[src/inc/tcv_regs.vh]
// register map, field positions, reset values and vector codes of the
// timer channel control block; definitions only, included by the design
`ifndef TCV_REGS_VH
`define TCV_REGS_VH

// byte offsets on the apb bus, one aligned 32-bit word each
`define TCV_OFS_CTL0 12'h000
`define TCV_OFS_CTL1 12'h004
`define TCV_OFS_CTL2 12'h008
`define TCV_OFS_VECTOR 12'h00c
`define TCV_OFS_STATUS 12'h010
`define TCV_OFS_MASK 12'h014

// channel_control field positions
`define TCV_CTL_EDGE_HI 15
`define TCV_CTL_EDGE_LO 14
`define TCV_CTL_SRC_HI 13
`define TCV_CTL_SRC_LO 12
`define TCV_CTL_SYNC 11
`define TCV_CTL_LATCHED 10
`define TCV_CTL_CAPMODE 8
`define TCV_CTL_MODE_HI 7
`define TCV_CTL_MODE_LO 5
`define TCV_CTL_IE 4
`define TCV_CTL_SAMPLE 3
`define TCV_CTL_LEVEL 2
`define TCV_CTL_OVR 1
`define TCV_CTL_FLAG 0

// status and mask layout: channel events, wrap, channel overruns
`define TCV_ST_CH_LO 0
`define TCV_ST_WRAP 3
`define TCV_ST_OVR_LO 4
`define TCV_ST_W 7

// reset values
`define TCV_CTL_RST 16'h0000
`define TCV_ST_RST 7'h00
`define TCV_MASK_RST 7'h00

// interrupt_vector codes
`define TCV_VEC_NONE 16'h0000
`define TCV_VEC_CH1 16'h0002
`define TCV_VEC_CH2 16'h0004
`define TCV_VEC_WRAP 16'h000a

// edge_mode_field codes
`define TCV_EDGE_NONE 2'h0
`define TCV_EDGE_RISE 2'h1
`define TCV_EDGE_FALL 2'h2
`define TCV_EDGE_BOTH 2'h3

// channel_source_select codes
`define TCV_SRC_PRIMARY 2'h0
`define TCV_SRC_SECONDARY 2'h1
`define TCV_SRC_LOW 2'h2
`define TCV_SRC_HIGH 2'h3

`endif

[src/tcv_channel_ctrl.v]
// capture/compare control of three timer channels, the interrupt vector and
// an event status/mask pair, all behind an apb slave with one wait state.
// assumes the counter, its compare registers and the capture latches sit
// outside and talk through match_in, counter_wrap_in and capture_strobe_out.
`timescale 1ns/1ps
`include "tcv_regs.vh"

module tcv_channel_ctrl #(
  parameter NCH = 3,
  parameter AW = 12
) (
  input wire clock_in,
  input wire nrst_in,
  input wire psel_in,
  input wire penable_in,
  input wire pwrite_in,
  input wire [AW-1:0] paddr_in,
  input wire [31:0] pwdata_in,
  output reg [31:0] prdata_out,
  output reg pready_out,
  output reg pslverr_out,
  input wire [NCH-1:0] primary_source_input_in,
  input wire [NCH-1:0] secondary_source_input_in,
  input wire [NCH-1:0] match_in,
  input wire counter_wrap_in,
  output reg [NCH-1:0] pin_out,
  output reg [NCH-1:0] capture_strobe_out,
  output reg [NCH-1:0] channel_irq_out,
  output reg irq_out
);

  // per-channel control fields
  reg [1:0] edge_mode_field_reg [0:NCH-1];
  reg [1:0] channel_source_select_reg [0:NCH-1];
  reg [NCH-1:0] sync_select_reg;
  reg [NCH-1:0] latched_input_bit_reg;
  reg [NCH-1:0] latch_mode_select_reg;
  reg [2:0] pin_action_mode_reg [0:NCH-1];
  reg [NCH-1:0] channel_irq_enable_reg;
  reg [NCH-1:0] driven_level_reg;
  reg [NCH-1:0] overrun_reg;
  reg [NCH-1:0] channel_event_flag_reg;
  // capture input path
  reg [NCH-1:0] sync_a_reg;
  reg [NCH-1:0] sync_b_reg;
  reg [NCH-1:0] level_prev_reg;
  // event status and mask
  reg [`TCV_ST_W-1:0] status_reg;
  reg [`TCV_ST_W-1:0] mask_reg;

  // each process has its own index, a shared loop variable would make the
  // combinational blocks wake each other without end
  integer i;
  integer ei;
  integer si;
  reg [1:0] rd_idx;
  reg [NCH-1:0] selected_input;
  reg [NCH-1:0] capture_level;
  reg [NCH-1:0] capture_event;
  reg [NCH-1:0] compare_event;
  reg [NCH-1:0] channel_event;
  reg [NCH-1:0] overrun_event;
  reg [31:0] rd_data;
  reg rd_err;

  // input mux per source code
  function src_pick;
    input [1:0] sel;
    input a;
    input b;
    begin
      case (sel)
        `TCV_SRC_PRIMARY: src_pick = a;
        `TCV_SRC_SECONDARY: src_pick = b;
        `TCV_SRC_LOW: src_pick = 1'b0;
        default: src_pick = 1'b1;
      endcase
    end
  endfunction

  // capture on the chosen edge of level against its previous sample
  function edge_hit;
    input [1:0] mode;
    input now;
    input prev;
    begin
      case (mode)
        `TCV_EDGE_RISE: edge_hit = now & ~prev;
        `TCV_EDGE_FALL: edge_hit = ~now & prev;
        `TCV_EDGE_BOTH: edge_hit = now ^ prev;
        default: edge_hit = 1'b0;
      endcase
    end
  endfunction

  // next pin level; the zero-match action is applied last so that on
  // channel zero, where both matches coincide, it overrides the first
  function out_next;
    input [2:0] mode;
    input cur;
    input level;
    input eq;
    input eq0;
    reg v;
    begin
      v = cur;
      case (mode)
        3'h0: v = level;
        3'h1: if (eq) v = 1'b1;
        3'h2: begin
          if (eq) v = ~cur;
          if (eq0) v = 1'b0;
        end
        3'h3: begin
          if (eq) v = 1'b1;
          if (eq0) v = 1'b0;
        end
        3'h4: if (eq) v = ~cur;
        3'h5: if (eq) v = 1'b0;
        3'h6: begin
          if (eq) v = ~cur;
          if (eq0) v = 1'b1;
        end
        3'h7: begin
          if (eq) v = 1'b0;
          if (eq0) v = 1'b1;
        end
        default: v = cur;
      endcase
      out_next = v;
    end
  endfunction

  // highest-priority pending source as a vector code
  function [15:0] vec_code;
    input p1;
    input p2;
    input pw;
    begin
      if (p1)
        vec_code = `TCV_VEC_CH1;
      else if (p2)
        vec_code = `TCV_VEC_CH2;
      else if (pw)
        vec_code = `TCV_VEC_WRAP;
      else
        vec_code = `TCV_VEC_NONE;
    end
  endfunction

  // pending terms seen by the vector; wrap uses the wrap mask bit as enable
  wire pend_ch1 = channel_event_flag_reg[1] & channel_irq_enable_reg[1];
  wire pend_ch2 = channel_event_flag_reg[2] & channel_irq_enable_reg[2];
  wire pend_wrap = status_reg[`TCV_ST_WRAP] & mask_reg[`TCV_ST_WRAP];
  wire [15:0] vector_code = vec_code(pend_ch1, pend_ch2, pend_wrap);

  // bus phases: the slave answers one cycle into the access phase
  wire access = psel_in & penable_in;
  wire done = access & pready_out;
  wire wr_done = done & pwrite_in;
  wire vec_read_done = done & ~pwrite_in & (paddr_in == `TCV_OFS_VECTOR);

  // source selection, capture level choice and event decode per channel
  always @* begin
    for (ei = 0; ei < NCH; ei = ei + 1) begin
      selected_input[ei] = src_pick(channel_source_select_reg[ei],
                                    primary_source_input_in[ei],
                                    secondary_source_input_in[ei]);
      // async capture looks at the raw pin, sync capture only at stage two
      capture_level[ei] = sync_select_reg[ei] ? sync_b_reg[ei] : selected_input[ei];
      capture_event[ei] = latch_mode_select_reg[ei] &
                          edge_hit(edge_mode_field_reg[ei], capture_level[ei], level_prev_reg[ei]);
      compare_event[ei] = ~latch_mode_select_reg[ei] & match_in[ei];
      channel_event[ei] = capture_event[ei] | compare_event[ei];
      overrun_event[ei] = capture_event[ei] & channel_event_flag_reg[ei];
    end
  end

  // read mux; unmapped offsets answer zero with an error
  always @* begin
    rd_data = 32'h00000000;
    rd_err = 1'b0;
    rd_idx = paddr_in[3:2];
    case (paddr_in)
      `TCV_OFS_CTL0, `TCV_OFS_CTL1, `TCV_OFS_CTL2: begin
        rd_data[`TCV_CTL_EDGE_HI:`TCV_CTL_EDGE_LO] = edge_mode_field_reg[rd_idx];
        rd_data[`TCV_CTL_SRC_HI:`TCV_CTL_SRC_LO] = channel_source_select_reg[rd_idx];
        rd_data[`TCV_CTL_SYNC] = sync_select_reg[rd_idx];
        rd_data[`TCV_CTL_LATCHED] = latched_input_bit_reg[rd_idx];
        rd_data[`TCV_CTL_CAPMODE] = latch_mode_select_reg[rd_idx];
        rd_data[`TCV_CTL_MODE_HI:`TCV_CTL_MODE_LO] = pin_action_mode_reg[rd_idx];
        rd_data[`TCV_CTL_IE] = channel_irq_enable_reg[rd_idx];
        rd_data[`TCV_CTL_SAMPLE] = selected_input[rd_idx];
        rd_data[`TCV_CTL_LEVEL] = driven_level_reg[rd_idx];
        rd_data[`TCV_CTL_OVR] = overrun_reg[rd_idx];
        rd_data[`TCV_CTL_FLAG] = channel_event_flag_reg[rd_idx];
      end
      `TCV_OFS_VECTOR: rd_data[15:0] = vector_code;
      `TCV_OFS_STATUS: rd_data[`TCV_ST_W-1:0] = status_reg;
      `TCV_OFS_MASK: rd_data[`TCV_ST_W-1:0] = mask_reg;
      default: rd_err = 1'b1;
    endcase
  end

  // apb answer: data is latched in the first access cycle, so the vector
  // value read and the flag cleared on completion are the same source
  always @(posedge clock_in or negedge nrst_in) begin
    if (!nrst_in) begin
      pready_out <= 1'b0;
      pslverr_out <= 1'b0;
      prdata_out <= 32'h00000000;
    end else if (access & ~pready_out) begin
      pready_out <= 1'b1;
      pslverr_out <= rd_err;
      prdata_out <= pwrite_in ? 32'h00000000 : rd_data;
    end else begin
      pready_out <= 1'b0;
      pslverr_out <= 1'b0;
    end
  end

  // capture input synchroniser; stage one feeds only stage two
  always @(posedge clock_in or negedge nrst_in) begin
    if (!nrst_in) begin
      sync_a_reg <= {NCH{1'b0}};
      sync_b_reg <= {NCH{1'b0}};
      level_prev_reg <= {NCH{1'b0}};
    end else begin
      sync_a_reg <= selected_input;
      sync_b_reg <= sync_a_reg;
      // switching the sync bit may show one false edge; change it with capture off
      level_prev_reg <= capture_level;
    end
  end

  // channel control registers, flags and pins
  always @(posedge clock_in or negedge nrst_in) begin
    if (!nrst_in) begin
      for (i = 0; i < NCH; i = i + 1) begin
        edge_mode_field_reg[i] <= 2'h0;
        channel_source_select_reg[i] <= 2'h0;
        pin_action_mode_reg[i] <= 3'h0;
      end
      sync_select_reg <= {NCH{1'b0}};
      latched_input_bit_reg <= {NCH{1'b0}};
      latch_mode_select_reg <= {NCH{1'b0}};
      channel_irq_enable_reg <= {NCH{1'b0}};
      driven_level_reg <= {NCH{1'b0}};
      overrun_reg <= {NCH{1'b0}};
      channel_event_flag_reg <= {NCH{1'b0}};
      pin_out <= {NCH{1'b0}};
      capture_strobe_out <= {NCH{1'b0}};
      channel_irq_out <= {NCH{1'b0}};
    end else begin
      for (i = 0; i < NCH; i = i + 1) begin
        if (wr_done && paddr_in == (`TCV_OFS_CTL0 + i * 4)) begin
          edge_mode_field_reg[i] <= pwdata_in[`TCV_CTL_EDGE_HI:`TCV_CTL_EDGE_LO];
          channel_source_select_reg[i] <= pwdata_in[`TCV_CTL_SRC_HI:`TCV_CTL_SRC_LO];
          sync_select_reg[i] <= pwdata_in[`TCV_CTL_SYNC];
          latch_mode_select_reg[i] <= pwdata_in[`TCV_CTL_CAPMODE];
          pin_action_mode_reg[i] <= pwdata_in[`TCV_CTL_MODE_HI:`TCV_CTL_MODE_LO];
          channel_irq_enable_reg[i] <= pwdata_in[`TCV_CTL_IE];
          driven_level_reg[i] <= pwdata_in[`TCV_CTL_LEVEL];
          // hardware events win over a software write of zero
          overrun_reg[i] <= pwdata_in[`TCV_CTL_OVR] | overrun_event[i];
          channel_event_flag_reg[i] <= pwdata_in[`TCV_CTL_FLAG] | channel_event[i];
        end else begin
          overrun_reg[i] <= overrun_reg[i] | overrun_event[i];
          if (channel_event[i])
            channel_event_flag_reg[i] <= 1'b1;
          else if (vec_read_done && i == 1 && prdata_out[15:0] == `TCV_VEC_CH1)
            channel_event_flag_reg[i] <= 1'b0;
          else if (vec_read_done && i == 2 && prdata_out[15:0] == `TCV_VEC_CH2)
            channel_event_flag_reg[i] <= 1'b0;
        end
        // input level held at each compare match
        if (compare_event[i])
          latched_input_bit_reg[i] <= selected_input[i];
        pin_out[i] <= out_next(pin_action_mode_reg[i], pin_out[i], driven_level_reg[i],
                               match_in[i], match_in[0]);
        capture_strobe_out[i] <= capture_event[i];
        channel_irq_out[i] <= channel_event_flag_reg[i] & channel_irq_enable_reg[i];
      end
    end
  end

  // sticky event status, write one to clear, set wins; mask gates irq_out
  always @(posedge clock_in or negedge nrst_in) begin
    if (!nrst_in) begin
      status_reg <= `TCV_ST_RST;
      mask_reg <= `TCV_MASK_RST;
      irq_out <= 1'b0;
    end else begin
      for (si = 0; si < NCH; si = si + 1) begin
        status_reg[`TCV_ST_CH_LO + si] <= channel_event[si] |
          (status_reg[`TCV_ST_CH_LO + si] &
           ~(wr_done && paddr_in == `TCV_OFS_STATUS && pwdata_in[`TCV_ST_CH_LO + si]));
        status_reg[`TCV_ST_OVR_LO + si] <= overrun_event[si] |
          (status_reg[`TCV_ST_OVR_LO + si] &
           ~(wr_done && paddr_in == `TCV_OFS_STATUS && pwdata_in[`TCV_ST_OVR_LO + si]));
      end
      status_reg[`TCV_ST_WRAP] <= counter_wrap_in |
        (status_reg[`TCV_ST_WRAP] &
         ~(wr_done && paddr_in == `TCV_OFS_STATUS && pwdata_in[`TCV_ST_WRAP]) &
         ~(vec_read_done && prdata_out[15:0] == `TCV_VEC_WRAP));
      if (wr_done && paddr_in == `TCV_OFS_MASK)
        mask_reg <= pwdata_in[`TCV_ST_W-1:0];
      irq_out <= |(status_reg & mask_reg);
    end
  end

endmodule
[config.mk]
export PLATFORM = sky130hd
export DESIGN_NAME = tcv_channel_ctrl
export DESIGN_NICKNAME = d
export VERILOG_FILES = /design/src/tcv_channel_ctrl.v
export VERILOG_INCLUDE_DIRS = /design/src /design/src/inc
export SDC_FILE = /design/constraint.sdc
export NUM_CORES = 1
export LEC_CHECK = 0
export ABC_AREA = 1
export BUFFER_PORTS_ARGS = -buffer_cell sky130_fd_sc_hd__buf_4
export CAP_MARGIN = 10
export CORE_MARGIN = 2
export CORE_UTILIZATION = 45
export DETAILED_ROUTE_END_ITERATION = 12
export GPL_ROUTABILITY_DRIVEN = 1
export PLACE_DENSITY = 0.67
export SLEW_MARGIN = 10
export SYNTH_ARGS = -nofsm -noshare
export SYNTH_HDL_FRONTEND = slang
export SYNTH_SLANG_ARGS = --single-unit
[constraint.sdc]
create_clock -name clock_in -period 5 [get_ports clock_in]
set_clock_uncertainty 0.05 [all_clocks]
set_input_delay 0.75 -clock clock_in [delete_from_list [all_inputs] [get_ports clock_in]]
set_output_delay 0.75 -clock clock_in [all_outputs]
set_load 0.05 [all_outputs]
; Yosys cells after proc, flatten, opt, wreduce, memory -nomap -nowiden
; Cells that the tools add are included.
[op_classes]
n_lt_le_gt_ge = 2
bitwise = 79
muxes = 76
reduce_logical = 31
n_eq_ne = 47
[ops]
columns = operator, n
row1 = 2-to-1 mux 16 bit, 3
row2 = 2-to-1 mux 1 bit, 43
row3 = "== test 3 bit, second input constant", 12
row4 = AND 1 bit, 33
row5 = one-hot mux 7 bit (4 select lines), 1
row6 = "== test 12 x 4 -> 1 bit, second input constant", 2
row7 = "== test 12 x 5 -> 1 bit, second input constant", 2
row8 = inverter 1 bit, 22
row9 = OR 1 bit, 19
row10 = "== test 2 bit, second input constant", 9
row11 = "== test 3 x 2 -> 1 bit, second input constant", 6
row12 = one-hot mux 1 bit (3 select lines), 6
row13 = binary-select mux 1 bit (select 2 bit), 8
row14 = "== test 16 x 2 -> 1 bit, second input constant", 1
row15 = "== test 16 x 3 -> 1 bit, second input constant", 1
row16 = "== test 16 x 4 -> 1 bit, second input constant", 1
row17 = one-hot mux 1 bit (8 select lines), 2
row18 = logical AND 1 bit, 15
row19 = "== test 12 x 3 -> 1 bit, second input constant", 1
row20 = "== test 2 x 1 -> 1 bit, second input constant", 6
row21 = zero test 12 bit, 1
row22 = one-hot mux 6 bit (2 select lines), 1
row23 = "== test 3 x 1 -> 1 bit, second input constant", 3
row24 = zero test 3 bit, 3
row25 = other kinds (21), 34
[word_totals]
register_bits = 109
in_bits = 59
wordCells = 276
output_inout_bits = 44

; Longest topological paths before layout
[logic_depth]
word_depth = 10
depth_mapped = 15
mapped_depth_nobuf = 15

; Worst setup path before layout
; Ideal clock, no wire load.
[synth_path]
kind = in2reg
start = input secondary_source_input_in[0]
end = register overrun_reg[0]
setup_ps = 87
required_time_ps = 4863
n_path_buf = 0
arrival_ps = 2038
stages = 10
slack_ps = 2826
path_cell_list = o21ai_0 -> nand2_1 -> nand2_1 -> o21ai_0 -> ha_1 -> a21oi_1 -> o21ai_0 -> a21boi_0 -> nand2_1 -> o211ai_1
[synth_between]
elab_chain_len = 9
word_cells_on_any_way = 12
cone_classes = mux (4) / bitwise (8)
[synth_lines]
columns = item, line
row1 = "start, declared", tcv_channel_ctrl.v:23  ; input wire [NCH-1:0] secondary_source_input_in,
row2 = one-hot mux 1 bit (3 select lines) (*), tcv_channel_ctrl.v:72  ; case (sel)
row3 = net selected_input[0], tcv_channel_ctrl.v:57  ; reg [NCH-1:0] selected_input;
row4 = 2-to-1 mux 1 bit (*), tcv_channel_ctrl.v:170  ; capture_level[ei] = sync_select_reg[ei] ? sync_b_reg[ei] : selected_input[ei];
row5 = net capture_level[0], tcv_channel_ctrl.v:58  ; reg [NCH-1:0] capture_level;
row6 = inverter 1 bit, tcv_channel_ctrl.v:89  ; `TCV_EDGE_FALL: edge_hit = ~now & prev;
row7 = AND 1 bit, tcv_channel_ctrl.v:89
row8 = one-hot mux 1 bit (3 select lines) (*), tcv_channel_ctrl.v:87  ; case (mode)
row9 = AND 1 bit (*), tcv_channel_ctrl.v:171  ; capture_event[ei] = latch_mode_select_reg[ei] &
row10 = net capture_event[0], tcv_channel_ctrl.v:59  ; reg [NCH-1:0] capture_event;
row11 = AND 1 bit (*), tcv_channel_ctrl.v:175  ; overrun_event[ei] = capture_event[ei] & channel_event_flag_reg[ei];
row12 = "OR 1 bit, on equally long branches", "tcv_channel_ctrl.v:268, tcv_channel_ctrl.v:265"
row13 = 2-to-1 mux 1 bit (*), tcv_channel_ctrl.v:256  ; if (wr_done && paddr_in == (`TCV_OFS_CTL0 + i * 4)) begin
row14 = "end signal, assigned", tcv_channel_ctrl.v:249  ; overrun_reg <= {NCH{1'b0}};
row15 = "end signal, assigned by index", tcv_channel_ctrl.v:265  ; overrun_reg[i] <= pwdata_in[`TCV_CTL_OVR] | overrun_event[i];
row16 = "end signal, assigned by index", tcv_channel_ctrl.v:268  ; overrun_reg[i] <= overrun_reg[i] | overrun_event[i];
row17 = "end, declared", tcv_channel_ctrl.v:41  ; reg [NCH-1:0] overrun_reg;
; Mark *: on every way through the listed nets, which the timed path passes. The rest lies on a longest branch.
; A chain may end at the register's enable or synchronous reset.

; Worst setup path after layout
[layout_path]
start = input paddr_in[2]
end = register channel_event_flag_reg[0]
[layout_between]
elab_chain_len = 3
word_cells_on_any_way = 4
cone_classes = mux (1) / reduce/logical (3)
[layout_lines]
columns = item, line
row1 = "start, declared", tcv_channel_ctrl.v:17  ; input wire [AW-1:0] paddr_in,
row2 = zero test 12 bit (*), tcv_channel_ctrl.v:256
row3 = logical AND 1 bit (*), tcv_channel_ctrl.v:256
row4 = 2-to-1 mux 1 bit / nonzero test 2 bit (equally long branches), n/a
row5 = "end signal, assigned", tcv_channel_ctrl.v:250  ; channel_event_flag_reg <= {NCH{1'b0}};
row6 = "end signal, assigned by index", tcv_channel_ctrl.v:266  ; channel_event_flag_reg[i] <= pwdata_in[`TCV_CTL_FLAG] | channel_event[i];
row7 = "end, declared", tcv_channel_ctrl.v:42  ; reg [NCH-1:0] channel_event_flag_reg;
; Every way passes the cells marked *; elsewhere a longest branch is shown, timed or not.

==> results.cfg <==
[final_layout]
n_antenna_cell = 0
instances_no_fill = 773
nFillCells = 965
utilization = 0.5294
drive_gt1_frac = 0.1743
fin_nets = 701
syn_to_final_growth_pct = 16.05
largest_reg_flops = 15

[yosys]
post-synth-top-count-cell = nand2_1
synth.largest_area_cell = dfrtp_1
synthArstFlopShare = 1.000
ys_dominant_reg_cell = dfrtp_1
synth_cells = 564
yosysTopAreaCellShare = 0.4956
syn_avg_cell_area_um2 = 8.237
ys_ff_latch = 92
synth_edf_count = 0
synth_cell_types = 36
synthTopCellsByArea = dfrtp_1 (50%), nand2_1 (13%), o21ai_1 (5.5%)
synthTopCellsByCount = nand2_1 (155), dfrtp_1 (92), inv_1 (68)
ys_seq_area_frac = 0.4956
netlist_area_um2 = 4646
ys_warn_count = 0

[cts]
ctsLongestPathBuffers = 2
clkSinkCount = 92
cts_hold_buf = 0
cts_root_buffer = clkbuf_8
cts_tree = done
path_clk_slew_ns = 0.09
cts_buffers = 9
worstSkewPairLatency_ns = 0.36
cts_resized = 0
htreeDepth = 3
post_cts_buffers = 0

[power]
p_total_w = 0.001365
p_leak_nw = 2.765
vdd_drop_max_uv = 132.0
powerDensity_nw_per_um2 = 253.2

[critical_path]
crit_top_cell = nand2_1
rrSetupSlack_ns = 2.58
path_cells = buf_4, nor2_1, nand2_1, inv_2, nand4_4, nand2_1, o211ai_2
required_ns = 5.19
slowest_stage = nor2_1
cp-start-kind = primary input
cp-end-kind = flop
slowest_delay_ns = 0.76
worstPathMaxFanout = 26
cp.arrival_ns = 2.73
worst-setup-path-type = primary input to flop

[placed_design]
portBuffers = 67
dpl.cell_count = 757
place_ws_ns = 2.127
hpwl_um = 8534
gp_congestion = 0.9125

[global_route]
grt_start_max_net_pins = 53
grt_usage = 0.2155
grt_overflow = 0
grt_pass1_wl_um = 18720
grt_pass1_vias = 3748
antenna_found_initial = 0

[drt]
wl_um = 11350
first_pass_iters = 5
drtIter0Drc = 261
num_vias = 3916
ant_nets = 0
wire_per_inst_um = 14.69
drcViolationCount = 0
via_per_inst = 5.066

[floorplanning]
fp-row-count = 37
fp.dieArea_um2 = 11150
ioPinCount = 103
initial_core_util = 0.4561
die_w_um = 105.6
die_h_um = 105.6
core_area_um2 = 10180

[sta]
finalSetupTns_ns = 0
worstMarginPinSlew_ns = 0.9837
rsz0062_at_grt = no
setup_ws_ns = 2.456
hold_violations = 0
relSlewSlack = 0.3418
setup_violations = 0
slew_violations = 0
layout_worst_path_cycle_share = 0.5089
fin_crit_ns = 2.544
max_clock_freq_mhz = 393.0

[run_status]
status = finished, final reports clean

[min_path]
worstHoldPathType = flop to flop

[job]
maxCapViolCount = 0
==> worst paths after layout <==
check	end	from	cells past startpoint
max	channel_event_flag_reg[0]	paddr_in[2]	7
min	sync_b_reg[2]	sync_a_reg[2]	0
max reg2reg	overrun_reg[0]	channel_source_select_reg[5]	10
min reg2reg	sync_b_reg[2]	sync_a_reg[2]	0
max in group asynchronous	channel_irq_out[0]	nrst_in	2
min in group asynchronous	channel_source_select_reg[5]	nrst_in	1
==> critical path, delay by kind of cell <==
kind,cells,cell delay [ns]
AND/OR/NAND/NOR,4,1.57
buffers and inverters,2,0.32
AO/OA/AOI/OAI,1,0.10
==> per-stage QoR <==
step	instance area [um^2]	hold slack, ns
2_1_floorplan	4706	0.2812
3_3_place_gp	5207	0.2816
3_5_place_dp	5207	0.2847
4_1_cts	5391	0.3093
5_1_grt	5391	0.3175
6_report	5391	0.3100
==> final cells by class <==
class                   instances  area [um^2]  share of cell area
clock inverters                 5        52.55            0.009747
inverters                      77        289.0             0.05361
multi-input cells             384         1936              0.3590
flip-flops and latches         92         2302              0.4270
clock buffers                  11        131.4             0.02437
well taps                     136        170.2             0.03156
repair buffers                 68        510.5             0.09469
==> cell usage in the layout, fill, tap and decap left out, types with 11 or more instances in the layout <==
cell type and n:
inv_1 68, conb_1 17, o21ai_0 17, nand2_1 155, nand3_1 26, a21oi_1 12, o22ai_1 11, nor2_1 35
dfrtp_1 92, buf_4 68, o21ai_1 51
==> metal layers <==
metal,global-route usage,share of wire,wire length [um]
met3,0.03772,0.060,681
met5,0,0,0
met2,0.3382,0.46,5218
met4,0.08459,0.019,221
met1,0.2985,0.46,5232
==> report_power, final <==
| part | total, W | internal, W | switching (W) |
|---|---|---|---|
| registers | 0.000753 | 0.000750 | 0.00000294 |
| logic | 0.000128 | 0.0000339 | 0.0000937 |
| clock network | 0.000484 | 0.000229 | 0.000255 |
==> logic make-up (layout without fill, tap and decap cells) <==
kind of cell	after synthesis	count (layout)	share of synthesized area
and+or+nand+nor	243	243	0.2346
AOI/OAI and AO/OA	113	113	0.1392
buffers and inverters	104	161	0.1007
DFF	92	92	0.4956
adders and majority gates	10	10	0.02693
other	1	17	0.0008072
muxes	1	1	0.002155
No activity file was read; power rests on OpenSTA's default activity.
